[config.mk]
export PLATFORM = sky130hd
export DESIGN_NAME = i2ct_timing_core
export DESIGN_NICKNAME = d
export VERILOG_FILES = /design/src/common/i2ct_pkg.sv /design/src/common/i2ct_line_if.sv /design/src/core/i2ct_timing_core.sv /design/src/core/i2ct_line_filter.sv
export SDC_FILE = /design/constraint.sdc
export NUM_CORES = 1
export LEC_CHECK = 0
export ABC_AREA = 0
export BUFFER_PORTS_ARGS = -buffer_cell sky130_fd_sc_hd__clkbuf_2
export CAP_MARGIN = 20
export CORE_ASPECT_RATIO = 1.75
export CORE_MARGIN = 2
export CORE_UTILIZATION = 30
export DETAILED_ROUTE_END_ITERATION = 6
export SLEW_MARGIN = 20
export SYNTH_ARGS = -nofsm -noshare
export SYNTH_HDL_FRONTEND = slang
export SYNTH_SLANG_ARGS = --single-unit
[constraint.sdc]
create_clock -name ref_clk -period 5.5 [get_ports ref_clk]
set_clock_uncertainty 0.15 [all_clocks]
set_input_delay 0.825 -clock ref_clk [delete_from_list [all_inputs] [get_ports ref_clk]]
set_output_delay 0.825 -clock ref_clk [all_outputs]
set_load 0.01 [all_outputs]
[src/common/i2ct_pkg.sv]
/*
 * Constants of the two-wire bus timing bank: register offsets, speed-grade
 * time tables, reset values of the eight counts and sequencer encodings.
 * Assumes a 20 MHz core clock and one speed grade chosen at build time.
 */
//Contract
//- Hold a 32-bit read/write repeated-START setup count in core cycles.
//- Hold a 32-bit read/write STOP setup count in core cycles.
//- Hold a 32-bit start hold count before the clock first falls.
//- Hold a 32-bit data setup count before the clock rises.
//- Hold a 32-bit bus-free count enforced between STOP and next START.
//- Apply bus-free time after any observed STOP, from any master.
//- Hold a 32-bit read/write clock high period count.
//- Default high count is fclk/(2*fbus) minus 7 minus clock filter depth.
//- Hold a 32-bit clock low period count, default derived like high.
//- Hold a 32-bit data hold count after the clock falls.
//- All counts reset to defaults from clock rate and speed grade.
//- Optionally filter incoming clock and data lines; depth zero disables.
package i2ct_pkg;

    // Core clock rate.
    localparam int unsigned CLK_HZ = 20000000;

    // Speed grades.
    typedef enum logic [1:0] {
        I2CT_STD  = 2'b00,
        I2CT_FAST = 2'b01,
        I2CT_FMP  = 2'b10
    } i2ct_grade_t;
    localparam i2ct_grade_t GRADE = I2CT_STD;

    // Glitch filter depth on incoming lines, in core cycles.
    localparam int unsigned SCL_FILT_DEPTH = 2;
    localparam int unsigned SDA_FILT_DEPTH = 2;
    localparam int unsigned FILT_W         = 4;

    // Register byte offsets, in index order of the bank.
    localparam int unsigned NREG = 8;
    localparam logic [11:0] OFS_RESTART_SETUP = 12'h128;
    localparam logic [11:0] OFS_STOP_SETUP    = 12'h12c;
    localparam logic [11:0] OFS_START_HOLD    = 12'h130;
    localparam logic [11:0] OFS_DATA_SETUP    = 12'h134;
    localparam logic [11:0] OFS_BUS_FREE      = 12'h138;
    localparam logic [11:0] OFS_CLOCK_HIGH    = 12'h13c;
    localparam logic [11:0] OFS_CLOCK_LOW     = 12'h140;
    localparam logic [11:0] OFS_DATA_HOLD     = 12'h144;
    localparam logic [11:0] REG_OFS [NREG] = '{OFS_RESTART_SETUP,
        OFS_STOP_SETUP, OFS_START_HOLD, OFS_DATA_SETUP, OFS_BUS_FREE,
        OFS_CLOCK_HIGH, OFS_CLOCK_LOW, OFS_DATA_HOLD};
    localparam int unsigned IX_RSU = 0;
    localparam int unsigned IX_SSU = 1;
    localparam int unsigned IX_SHD = 2;
    localparam int unsigned IX_DSU = 3;
    localparam int unsigned IX_BUF = 4;
    localparam int unsigned IX_HI  = 5;
    localparam int unsigned IX_LO  = 6;
    localparam int unsigned IX_DHD = 7;

    // Bus rates and times in ns per grade: standard, fast, fast plus.
    localparam int unsigned BUS_HZ [3]    = '{100000, 400000, 1000000};
    localparam int unsigned T_SU_STA [3]  = '{4700, 600, 260};
    localparam int unsigned T_RISE [3]    = '{1000, 300, 120};
    localparam int unsigned T_SU_STO [3]  = '{4000, 600, 260};
    localparam int unsigned T_HD_STA [3]  = '{4000, 600, 260};
    localparam int unsigned T_SU_DAT [3]  = '{250, 100, 50};
    localparam int unsigned T_BUF [3]     = '{4700, 1300, 500};
    localparam int unsigned T_HD_DAT [3]  = '{300, 300, 0};
    localparam int unsigned HALF_OFFSET   = 7;

    // Least time in ns to whole core cycles, rounded up, at least one.
    function automatic logic [31:0] ns_to_cyc(input int unsigned ns);
        longint unsigned c;
        c = (longint'(ns) * CLK_HZ + 64'd999999999) / 64'd1000000000;
        return (c == 0) ? 32'h0000_0001 : c[31:0];
    endfunction

    // Half bus period less the fixed offset and the clock filter depth.
    localparam int unsigned G = int'(GRADE);
    localparam logic [31:0] HALF_CYC = 32'(CLK_HZ / (2 * BUS_HZ[G])
        - HALF_OFFSET - SCL_FILT_DEPTH);

    // Reset values of the bank, in index order.
    localparam logic [31:0] RST_VAL [NREG] = '{
        ns_to_cyc(T_SU_STA[G] + T_RISE[G]), ns_to_cyc(T_SU_STO[G]),
        ns_to_cyc(T_HD_STA[G]), ns_to_cyc(T_SU_DAT[G]),
        ns_to_cyc(T_BUF[G]), HALF_CYC, HALF_CYC, ns_to_cyc(T_HD_DAT[G])};

    // Sequencer commands.
    typedef enum logic [1:0] {
        CMD_START  = 2'b00,
        CMD_BIT    = 2'b01,
        CMD_RSTART = 2'b10,
        CMD_STOP   = 2'b11
    } i2ct_cmd_t;

endpackage

[src/common/i2ct_line_if.sv]
/*
 * Filtered bus line levels passed from the input filter to the core.
 * Assumes both ends run on ref_clk.
 */
`timescale 1ns/10ps
`default_nettype none
interface i2ct_line_if;
    logic scl_level;
    logic sda_level;
    modport filt (output scl_level, output sda_level);
    modport core (input scl_level, input sda_level);
endinterface
`default_nettype wire

[src/core/i2ct_timing_core.sv]
/*
 * Timing register bank and bit-level sequencer for the two-wire bus.
 * Assumes a simple synchronous register port and open-drain pad logic
 * outside that turns the output enables into wire levels.
 */
`timescale 1ns/10ps
`default_nettype none
module i2ct_timing_core (
    // Clock and reset
    input  wire logic        ref_clk,
    input  wire logic        rstn,
    // Register port
    input  wire logic [11:0] reg_addr,
    input  wire logic        reg_wr,
    input  wire logic        reg_rd,
    input  wire logic [31:0] reg_wdata,
    output logic      [31:0] reg_rdata,
    output logic             reg_ack,
    output logic             reg_err,
    // Bit commands from the controller
    input  wire logic        cmd_valid,
    input  wire logic [1:0]  cmd_op,
    input  wire logic        cmd_bit,
    output logic             cmd_ready,
    output logic             cmd_done,
    output logic             rx_bit,
    output logic             bus_busy,
    // Bus pins
    input  wire logic        scl_i,
    output logic             scl_o,
    output logic             scl_oe,
    input  wire logic        sda_i,
    output logic             sda_o,
    output logic             sda_oe
);
    typedef enum logic [3:0] {
        S_IDLE   = 4'h0,
        S_FREE   = 4'h1,
        S_SHOLD  = 4'h2,
        S_LOW    = 4'h3,
        S_PARK   = 4'h4,
        S_DHOLD  = 4'h5,
        S_DSETUP = 4'h6,
        S_HIGH   = 4'h7,
        S_RHOLD  = 4'h8,
        S_RSETUP = 4'h9,
        S_PHOLD  = 4'ha,
        S_PSETUP = 4'hb
    } i2ct_state_t;

    i2ct_line_if lines ();

    i2ct_line_filter u_filter (
        .ref_clk (ref_clk),
        .rstn    (rstn),
        .scl_i   (scl_i),
        .sda_i   (sda_i),
        .lines   (lines)
    );

    logic [31:0]  cfg_q [i2ct_pkg::NREG];
    logic [7:0]   hit_w;
    logic [31:0]  rsel_w;
    i2ct_state_t  st_q, st_d;
    logic [31:0]  cnt_q;
    logic [31:0]  tgt_w;
    logic         timed_w, wait_hi_w, expire_w;
    logic         scl_oe_q, sda_oe_q, sda_oe_d, done_q, rx_q, bit_q;
    logic         scl_prev_q, sda_prev_q, busy_q;
    logic [31:0]  free_q;
    logic         start_det_w, stop_det_w, free_ok_w, take_w;
    logic [31:0]  rdata_q;
    logic         ack_q, err_q, ready_q;

    // Address decode and read selection.
    genvar k;
    generate
        for (k = 0; k < i2ct_pkg::NREG; k++) begin : g_reg
            assign hit_w[k] = (reg_addr == i2ct_pkg::REG_OFS[k]);
            // Each count is full width and read/write; reset by grade.
            always_ff @(posedge ref_clk or negedge rstn) begin
                if (!rstn) begin
                    cfg_q[k] <= i2ct_pkg::RST_VAL[k];
                end else if (reg_wr && hit_w[k]) begin
                    cfg_q[k] <= reg_wdata;
                end
            end
        end
    endgenerate

    always_comb begin
        rsel_w = 32'h0000_0000;
        for (int i = 0; i < i2ct_pkg::NREG; i++) begin
            if (hit_w[i]) begin
                rsel_w = cfg_q[i];
            end
        end
    end

    // Register answers come one cycle after the request.
    always_ff @(posedge ref_clk or negedge rstn) begin
        if (!rstn) begin
            rdata_q <= 32'h0000_0000;
            ack_q   <= 1'b0;
            err_q   <= 1'b0;
        end else begin
            rdata_q <= reg_rd ? rsel_w : 32'h0000_0000;
            ack_q   <= reg_rd || reg_wr;
            err_q   <= (reg_rd || reg_wr) && (hit_w == 8'h00);
        end
    end

    // Bus monitor: START and STOP seen from any master.
    assign start_det_w = lines.scl_level && sda_prev_q && !lines.sda_level;
    assign stop_det_w  = lines.scl_level && !sda_prev_q && lines.sda_level;
    assign free_ok_w   = !busy_q && (free_q >= cfg_q[i2ct_pkg::IX_BUF]);

    always_ff @(posedge ref_clk or negedge rstn) begin
        if (!rstn) begin
            scl_prev_q <= 1'b1;
            sda_prev_q <= 1'b1;
            busy_q     <= 1'b0;
            free_q     <= 32'h0000_0000;
        end else begin
            scl_prev_q <= lines.scl_level;
            sda_prev_q <= lines.sda_level;
            if (start_det_w) begin
                busy_q <= 1'b1;
            end else if (stop_det_w) begin
                busy_q <= 1'b0;
            end
            // Bus-free time restarts on every STOP, ours or another's.
            if (stop_det_w || !lines.scl_level || !lines.sda_level) begin
                free_q <= 32'h0000_0000;
            end else if (free_q != 32'hffff_ffff) begin
                free_q <= free_q + 32'h0000_0001;
            end
        end
    end

    // Phase length for the current state; high phases wait for the clock.
    always_comb begin
        case (st_q)
            S_SHOLD:  tgt_w = cfg_q[i2ct_pkg::IX_SHD];
            S_LOW:    tgt_w = cfg_q[i2ct_pkg::IX_LO];
            S_DHOLD,
            S_RHOLD,
            S_PHOLD:  tgt_w = cfg_q[i2ct_pkg::IX_DHD];
            S_DSETUP: tgt_w = cfg_q[i2ct_pkg::IX_DSU];
            S_HIGH:   tgt_w = cfg_q[i2ct_pkg::IX_HI];
            S_RSETUP: tgt_w = cfg_q[i2ct_pkg::IX_RSU];
            S_PSETUP: tgt_w = cfg_q[i2ct_pkg::IX_SSU];
            default:  tgt_w = 32'h0000_0001;
        endcase
    end

    assign wait_hi_w = (st_q == S_HIGH) || (st_q == S_RSETUP)
                    || (st_q == S_PSETUP);
    assign timed_w   = wait_hi_w ? lines.scl_level : 1'b1;
    // A count of zero acts as one cycle.
    assign expire_w  = timed_w
                    && ({1'b0, cnt_q} + 33'h1 >= {1'b0, tgt_w});
    assign take_w    = cmd_valid
                    && (((st_q == S_IDLE) && (cmd_op == i2ct_pkg::CMD_START))
                    || ((st_q == S_PARK) && (cmd_op != i2ct_pkg::CMD_START)));

    // Sequencer next state.
    always_comb begin
        st_d = st_q;
        case (st_q)
            S_IDLE:   if (take_w) st_d = S_FREE;
            S_FREE:   if (free_ok_w) st_d = S_SHOLD;
            S_SHOLD:  if (expire_w) st_d = S_LOW;
            S_LOW:    if (expire_w) st_d = S_PARK;
            S_PARK: begin
                if (take_w) begin
                    case (cmd_op)
                        i2ct_pkg::CMD_BIT:    st_d = S_DHOLD;
                        i2ct_pkg::CMD_RSTART: st_d = S_RHOLD;
                        default:              st_d = S_PHOLD;
                    endcase
                end
            end
            S_DHOLD:  if (expire_w) st_d = S_DSETUP;
            S_DSETUP: if (expire_w) st_d = S_HIGH;
            S_HIGH:   if (expire_w) st_d = S_LOW;
            S_RHOLD:  if (expire_w) st_d = S_RSETUP;
            S_RSETUP: if (expire_w) st_d = S_SHOLD;
            S_PHOLD:  if (expire_w) st_d = S_PSETUP;
            S_PSETUP: if (expire_w) st_d = S_IDLE;
            default:  st_d = S_IDLE;
        endcase
    end

    // Data line drive for the phase being entered.
    always_comb begin
        case (st_d)
            S_SHOLD, S_PHOLD, S_PSETUP: sda_oe_d = 1'b1;
            S_RHOLD, S_RSETUP, S_IDLE,
            S_FREE:                     sda_oe_d = 1'b0;
            S_DSETUP, S_HIGH:           sda_oe_d = !bit_q;
            S_LOW:    sda_oe_d = (st_q == S_HIGH) ? sda_oe_q : 1'b1;
            default:                    sda_oe_d = sda_oe_q;
        endcase
    end

    // Sequencer registers; counts restart at every phase entry.
    always_ff @(posedge ref_clk or negedge rstn) begin
        if (!rstn) begin
            st_q     <= S_IDLE;
            cnt_q    <= 32'h0000_0000;
            scl_oe_q <= 1'b0;
            sda_oe_q <= 1'b0;
            done_q   <= 1'b0;
            rx_q     <= 1'b0;
            bit_q    <= 1'b1;
            ready_q  <= 1'b1;
        end else begin
            st_q     <= st_d;
            cnt_q    <= (st_d != st_q || !timed_w) ? 32'h0000_0000
                                                   : cnt_q + 32'h0000_0001;
            scl_oe_q <= (st_d == S_LOW) || (st_d == S_PARK)
                     || (st_d == S_DHOLD) || (st_d == S_DSETUP)
                     || (st_d == S_RHOLD) || (st_d == S_PHOLD);
            sda_oe_q <= sda_oe_d;
            // Ready is registered from the next state so it tracks st_q.
            ready_q  <= (st_d == S_IDLE) || (st_d == S_PARK);
            done_q   <= ((st_q == S_LOW) || (st_q == S_PSETUP)) && expire_w;
            if (take_w) begin
                bit_q <= cmd_bit;
            end
            if ((st_q == S_HIGH) && expire_w) begin
                rx_q <= lines.sda_level;
            end
        end
    end

    // Outputs, all from flip-flops except scl_o and sda_o, which are tied low.
    assign reg_rdata = rdata_q;
    assign reg_ack   = ack_q;
    assign reg_err   = err_q;
    assign cmd_done  = done_q;
    assign rx_bit    = rx_q;
    assign bus_busy  = busy_q;
    assign cmd_ready = ready_q;
    assign scl_oe    = scl_oe_q;
    assign sda_oe    = sda_oe_q;
    assign scl_o     = 1'b0;
    assign sda_o     = 1'b0;
endmodule // i2ct_timing_core
`default_nettype wire

[src/core/i2ct_line_filter.sv]
/*
 * Synchroniser and glitch filter for the incoming clock and data lines.
 * Assumes raw pin levels from outside the ref_clk domain.
 */
`timescale 1ns/10ps
`default_nettype none
module i2ct_line_filter (
    // Clock and reset
    input  wire logic  ref_clk,
    input  wire logic  rstn,
    // Raw pins
    input  wire logic  scl_i,
    input  wire logic  sda_i,
    // Filtered levels
    i2ct_line_if.filt  lines
);
    localparam logic [i2ct_pkg::FILT_W-1:0] DEPTH [2] = '{
        i2ct_pkg::FILT_W'(i2ct_pkg::SCL_FILT_DEPTH),
        i2ct_pkg::FILT_W'(i2ct_pkg::SDA_FILT_DEPTH)};

    logic [1:0] raw_w;
    logic [1:0] lvl_w;
    assign raw_w = {sda_i, scl_i};
    assign lines.scl_level = lvl_w[0];
    assign lines.sda_level = lvl_w[1];

    genvar k;
    generate
        for (k = 0; k < 2; k++) begin : g_line
            logic [2:0]                  sync_q;
            logic [i2ct_pkg::FILT_W-1:0] cnt_q;
            logic                        lvl_q;
            logic                        agree_w;
            logic                        diff_w;
            assign agree_w = (sync_q[1] == sync_q[2]);
            assign diff_w  = agree_w && (sync_q[2] != lvl_q);
            assign lvl_w[k] = lvl_q;
            // Lines idle high; a change takes effect after DEPTH+1 cycles with the last two synchroniser stages agreeing.
            always_ff @(posedge ref_clk or negedge rstn) begin
                if (!rstn) begin
                    sync_q <= 3'h7;
                    cnt_q  <= '0;
                    lvl_q  <= 1'b1;
                end else begin
                    sync_q <= {sync_q[1:0], raw_w[k]};
                    if (!diff_w) begin
                        cnt_q <= '0;
                    end else if (cnt_q >= DEPTH[k]) begin
                        lvl_q <= sync_q[2];
                        cnt_q <= '0;
                    end else begin
                        cnt_q <= cnt_q + i2ct_pkg::FILT_W'(1);
                    end
                end
            end
        end
    endgenerate
endmodule // i2ct_line_filter
`default_nettype wire

## After elaboration in Yosys (flattened, before gate mapping)

Index checks and enable logic that the tools add are counted.
Widths: inputs -> output; s select.

- Bits in registers: 382
- Word-level logic and storage cells: 169

- Add/subtract/negate cells: 5
- Order comparisons: 4
- Eq/ne operators: 39
- Muxes and demuxes: 35
- Reductions and logical operators: 58

Operators with widths:

| kind | count |
|---|---|
| $mux 32 | 12 |
| $pmux 32 s7 | 1 |
| $eq 12x9->1 const B | 8 |
| $add 32x1->32 const B | 2 |
| $mux 4 | 15 |
| $pmux 4 s11 | 1 |
| $add 32x1->33 const B | 1 |
| $ge 33x32->1 | 1 |
| $eq 4x3->1 const B | 8 |
| $eq 4x4->1 const B | 8 |
| $ge 32x32->1 | 1 |
| $ne 32x32->1 const B | 1 |
| $logic_and 1x1->1 | 22 |
| $eq 4x2->1 const B | 4 |
| $logic_or 1x1->1 | 14 |
| $add 4x1->4 const B | 2 |
| $eq 4x1->1 const B | 2 |
| $ge 4x2->1 const B | 2 |
| $logic_not 4->1 | 2 |
| $logic_not 8->1 | 1 |
| $pmux 4 s2 | 1 |
| $logic_not 1->1 | 6 |
| $reduce_and 2->1 | 3 |
| $reduce_bool 2->1 | 3 |
| other kinds (13) | 20 |

## Depth between registers and ports, before layout

- Depth after elaboration: 13
- Gate-level depth with buffers: 20
- Depth with buffers taken out: 18

## By module

From an unflattened synthesis, not the netlist that was laid out.

- Cell total of the unflattened synthesis: 1755
- Area total of the unflattened synthesis: 19779.0 µm²

By module, submodules not included:

| module | times used | cells an instance | area each (µm²) |
|---|---|---|---|
| i2ct_timing_core | 1 | 1708 | 19144.6 |
| i2ct_line_filter | 1 | 47 | 634.4 |

## Worst setup path after synthesis

No wires, ideal clock.

- Kind: register -> register
- Start point: register st_q[3]
- End point: register cnt_q[12]
- Library setup time: 0.118 ns
- Data arrival time: 3.948 ns
- Path slack: 1.284 ns
- Cell stages (with the launch flop): 20
- Path buffers: 4
- Period minus slack after synthesis: 4.216 ns
- Cell sequence: dfrtp_1 buf_2 clkbuf_1 nor2_1 nand3b_1 o21ai_0 clkbuf_1 a222oi_1 and3_1 ha_1 nand3_1 nor2_1 a221oi_1 nand4_2 a21oi_4 mux2i_2 a31oi_1 o211ai_2 buf_6 nor2b_2

- Longest elaborated chain between the ends: 10
- Elaborated cells between the ends (all ways): 40
- Those cells by class: 1 x order compare; 12 x eq/ne; 15 x mux; 12 x reduce/logical

RTL lines:

| what | line | RTL |
|---|---|---|
| start: declaration | i2ct_timing_core.sv:64 | `i2ct_state_t st_q, st_d;` |
| start signal: assignment | i2ct_timing_core.sv:219 | `st_q <= st_d;` |
| $eq 4x4->1, or another cell as far along | i2ct_timing_core.sv:143, i2ct_timing_core.sv:170 |  |
| $reduce_or 3->1 / $logic_or 1x1->1 (equally long branches) | i2ct_timing_core.sv:143, i2ct_timing_core.sv:157 |  |
| $pmux 32 s7 / $logic_or 1x1->1 (equally long branches) | i2ct_timing_core.sv:143, i2ct_timing_core.sv:158 |  |
| $ge 33x32->1 / $mux 1 (equally long branches) | i2ct_timing_core.sv:162, i2ct_timing_core.sv:159 |  |
| $logic_and 1x1->1 | i2ct_timing_core.sv:162 | `&& ({1'b0, cnt_q} + 33'h1 >= {1'b0, tgt_w});` |
| $mux 4, or another cell as far along | i2ct_timing_core.sv:190 | `S_PSETUP: if (expire_w) st_d = S_IDLE;` |
| $pmux 4 s11 | i2ct_timing_core.sv:170 | `case (st_q)` |
| $ne 4x4->1 | i2ct_timing_core.sv:220 | `cnt_q <= (st_d != st_q \|\| !timed_w) ? 32'h0000_0000` |
| $logic_or 1x1->1 (*) | i2ct_timing_core.sv:220 |  |
| $mux 32 (*) | i2ct_timing_core.sv:220 |  |
| end signal: assignment | i2ct_timing_core.sv:220 |  |
| end: declaration | i2ct_timing_core.sv:65 | `logic [31:0] cnt_q;` |

Mark *: on every way between the ends. The rest lies on a longest branch, timed or not.
A chain may end at the register's enable or synchronous reset.

## Worst setup path in the final report

- Start point: register st_q[2]
- End point: register cnt_q[13]

The elaborated chain is that of the path after synthesis.

==> flow_summary.ini <==
[clocking]
clk_path_buf_depth = 3
clkTransAtPathRegs_ns = 0.07
clock-root-buffer = clkbuf_16
cts_resized = 0
cts_max_level = 2
postCtsSetupBuffers = 0
clk_latency_ns = 0.56
hold_buffers = 0
cts_tree = built
cts_inserted_buffers = 37
clkSinkCount = 382

[cells_and_area]
area_growth_pct = 13.9
fillers = 6518
final_util_pct = 34.4
drive_above_1_share_pct = 30.0
final_nets = 1951
regArea_sq_mm = 0.00961
diodes = 0
final_cells = 2672
multi_input_area_sq_mm = 0.00954

[worst_setup_path]
reg2reg_slack_ns = 0.47
path_max_fanout = 32
r2r-end = cnt_q[13]
end_kind = flip-flop
path_class = reg2reg
cp.required_ns = 5.78
critPathArrivalTime_ns = 5.31
r2r_cells = 16
cp-start-kind = flip-flop
timing.rr.start = st_q[2]

[route]
wl_per_cell_microns = 23.9
routed_wl_mm = 63.9
drc = 0
avgViaCountPerCell = 5.62
dr.pass1.iters = 6
via_count = 15000
ant_nets = 0
detail_route.iter0.violations = 1443

[logic_synthesis]
synth_edf_count = 0
synth_top_family_by_area = multiplexers
synth_cell_types = 73
synth_xor_area_share_pct = 2.40
synth.area.mux_share_pct = 17.0
synth_top_area_share_pct = 43.7
synth_largest_area_cell = dfrtp_1
synth_fa_ha_area_share_pct = 4.64
synth_area_sq_mm = 0.0197
synth_common_cells = dfrtp_1, mux2_2, nand2_1, nor2_1, o21ai_0
ys.flop_type = dfrtp_1
synth.avg_cell_area_sq_um = 11.2
ys_seq_elements = 382
synth_area_leaders = dfrtp_1, mux2_2, dfstp_2, ha_1, a222oi_1
async_flop_share_pct = 100
yosysSeqAreaShare_pct = 48.8
synth_warnings = 0
yosys.cell_count.top_type = dfrtp_1
syn_inst = 1753
synth_compound_area_share_pct = 11.8
yosys.area_share.simple_pct = 12.2

[place]
dpl.hpwl_mm = 42.7
dp_cells = 2603
port_buffers = 93
gp_congestion = 0.878

[die]
rows = 124
die_width_microns = 198
fp.dieArea_sq_mm = 0.0677
pin_count = 96
core-area_sq_mm = 0.0652
initial_utilization_pct = 30.2
fp.dieH_microns = 343

[grt]
grt.overflow.total = 0
grt_max_degree = 128
grt_pass1_vias = 15800
antenna_found_initial = 1
grt_pass1_wl_mm = 97.0
grt.total_usage_pct = 18.9

[pwr]
pwr-share-clk_pct = 37.4
peakVddDrop_mv = 0.267
comb_power_share_pct = 20.8
p_leak_uw = 0.0103
seqPwrFrac_pct = 41.8
p_sw_share_pct = 32.4
switching_power_uw = 2300
power.density_mw_per_mm2 = 317
p_int_uw = 4800

[timing]
max_slew.worst_pin.slew_ns = 1.19
setup_viol = 0
timing_hold_violations_final = 0
tns_ns = 0
finalCriticalPeriod_ns = 5.03
final-max-slew-violation-count = 0
whs_ns = 0.152
relSlewSlack_pct = 20.8
fin_crit_sh_pct = 91.4
fmax_mhz = 199
rsz0062_at_grt = false

[run]
maxCapViolCount = 0

[min_path]
hp-class = in2async

[run_status]
status = completed
-- worst max-delay path, cell delays in order, from the launching register on --
cell,delay [ns]
dfrtp_1,0.62
nand2_1,0.20
nor2_4,0.68
buf_4,0.31
a222oi_1,0.09
and3_1,0.27
ha_1,0.30
nand2_1,0.08
nor4_1,0.37
nand2_1,0.15
o21ai_1,0.31
a21oi_4,0.18
o21ai_0,0.42
a31oi_1,0.14
o211ai_4,0.24
buf_12,0.25
nor2b_2,0.06
-- sequential cells by signal, summed over array words and instances, names as in the netlist, 4 cells and up --
name,cells
free_q,32
cnt_q,32
u_filter.g_line.cnt_q,8
cfg_q,256
u_filter.g_line.sync_q,6
st_q,4
reg_rdata,32
-- power by group through the flow --
stage | combinational, uW | sequential [uW] | clock [uW]
after floorplan | 943 | 2990 | 0
after global placement | 1450 | 3020 | 0
after detailed placement | 1480 | 3020 | 0
after CTS | 1480 | 2970 | 2700
after global routing | 1570 | 2980 | 2810
final | 1480 | 2970 | 2650
-- layer usage --
| layer | GRT usage [%] | part of all wire, % |
|---|---|---|
| met5 | 0 | 0.016 |
| met1 | 20.0 | 36 |
| met4 | 12.6 | 7.0 |
| met2 | 34.6 | 52 |
| met3 | 2.91 | 5.4 |
-- worst max-delay path by stage --
stage          cells past startpoint   endpoint  slack, ns      from
6_report                          16  cnt_q[13]       0.47   st_q[2]
5_1_grt                           19   cnt_q[2]       0.24  cnt_q[0]
4_1_cts                           17  cnt_q[13]       0.55   st_q[0]
3_5_place_dp                      16   cnt_q[2]       0.56   st_q[2]
3_3_place_gp                      17   cnt_q[2]       0.65   st_q[0]
2_1_floorplan                     19  cnt_q[12]       1.28   st_q[3]
-- cell usage in the layout, fill, tap and decap left out, drive strengths merged, types with 3 or more instances in the layout --
| master | Yosys | routed |
|---|---|---|
| nand2 | 145 | 145 |
| clkbuf | 63 | 147 |
| a21boi | 6 | 6 |
| nor2 | 99 | 99 |
| or2 | 4 | 4 |
| buf | 39 | 39 |
| a311oi | 3 | 3 |
| nor2b | 39 | 39 |
| nor4 | 11 | 11 |
| and3 | 47 | 47 |
| a22oi | 21 | 21 |
| nand4 | 30 | 30 |
| or3 | 7 | 7 |
| dfrtp | 344 | 344 |
| xor2 | 27 | 27 |
| nand3 | 33 | 33 |
| nor3 | 19 | 19 |
| conb | 1 | 4 |
| dfstp | 38 | 38 |
| xnor2 | 27 | 27 |
| clkinv | 0 | 7 |
| a211oi | 5 | 5 |
| inv | 51 | 54 |
| and2 | 5 | 5 |
| nand2b | 7 | 7 |
| ha | 73 | 73 |
| a31oi | 15 | 15 |
| a222oi | 69 | 69 |
| a221oi | 8 | 8 |
| o21ai | 86 | 86 |
| a21oi | 76 | 76 |
| a41oi | 12 | 12 |
| mux2 | 266 | 266 |
| mux2i | 34 | 34 |
| and4 | 5 | 5 |
| a21o | 16 | 16 |
-- per-stage QoR --
| step | total power, uW | setup WS [ns] | area [sq um] |
|---|---|---|---|
| 6_report | 7100 | 0.475 | 22400 |
| 5_1_grt | 7350 | 0.235 | 22400 |
| 4_1_cts | 7150 | 0.546 | 22400 |
| 3_5_place_dp | 4500 | 0.555 | 21200 |
| 3_3_place_gp | 4470 | 0.651 | 21200 |
| 2_1_floorplan | 3930 | 1.28 | 19700 |
-- layout make-up --
type / instances / area share (%)
sequential: 382 / 42.9
multi-input combinational: 1221 / 42.6
clock buffer: 55 / 5.02
tap: 819 / 4.57
timing repair buffer: 131 / 3.65
inverter: 51 / 0.854
clock inverter: 13 / 0.474
-- kinds of logic (layout without fill, tap and decap cells) --
kind of cell,count (synthesis),count (layout)
buf+inv,153,250
other cells,1,4
fa+ha+maj,73,73
flops,382,382
mux,300,300
simple gates,459,459
xor+xnor,54,54
compound gates,331,331
Note: power is estimated with default switching activity, not from simulation.
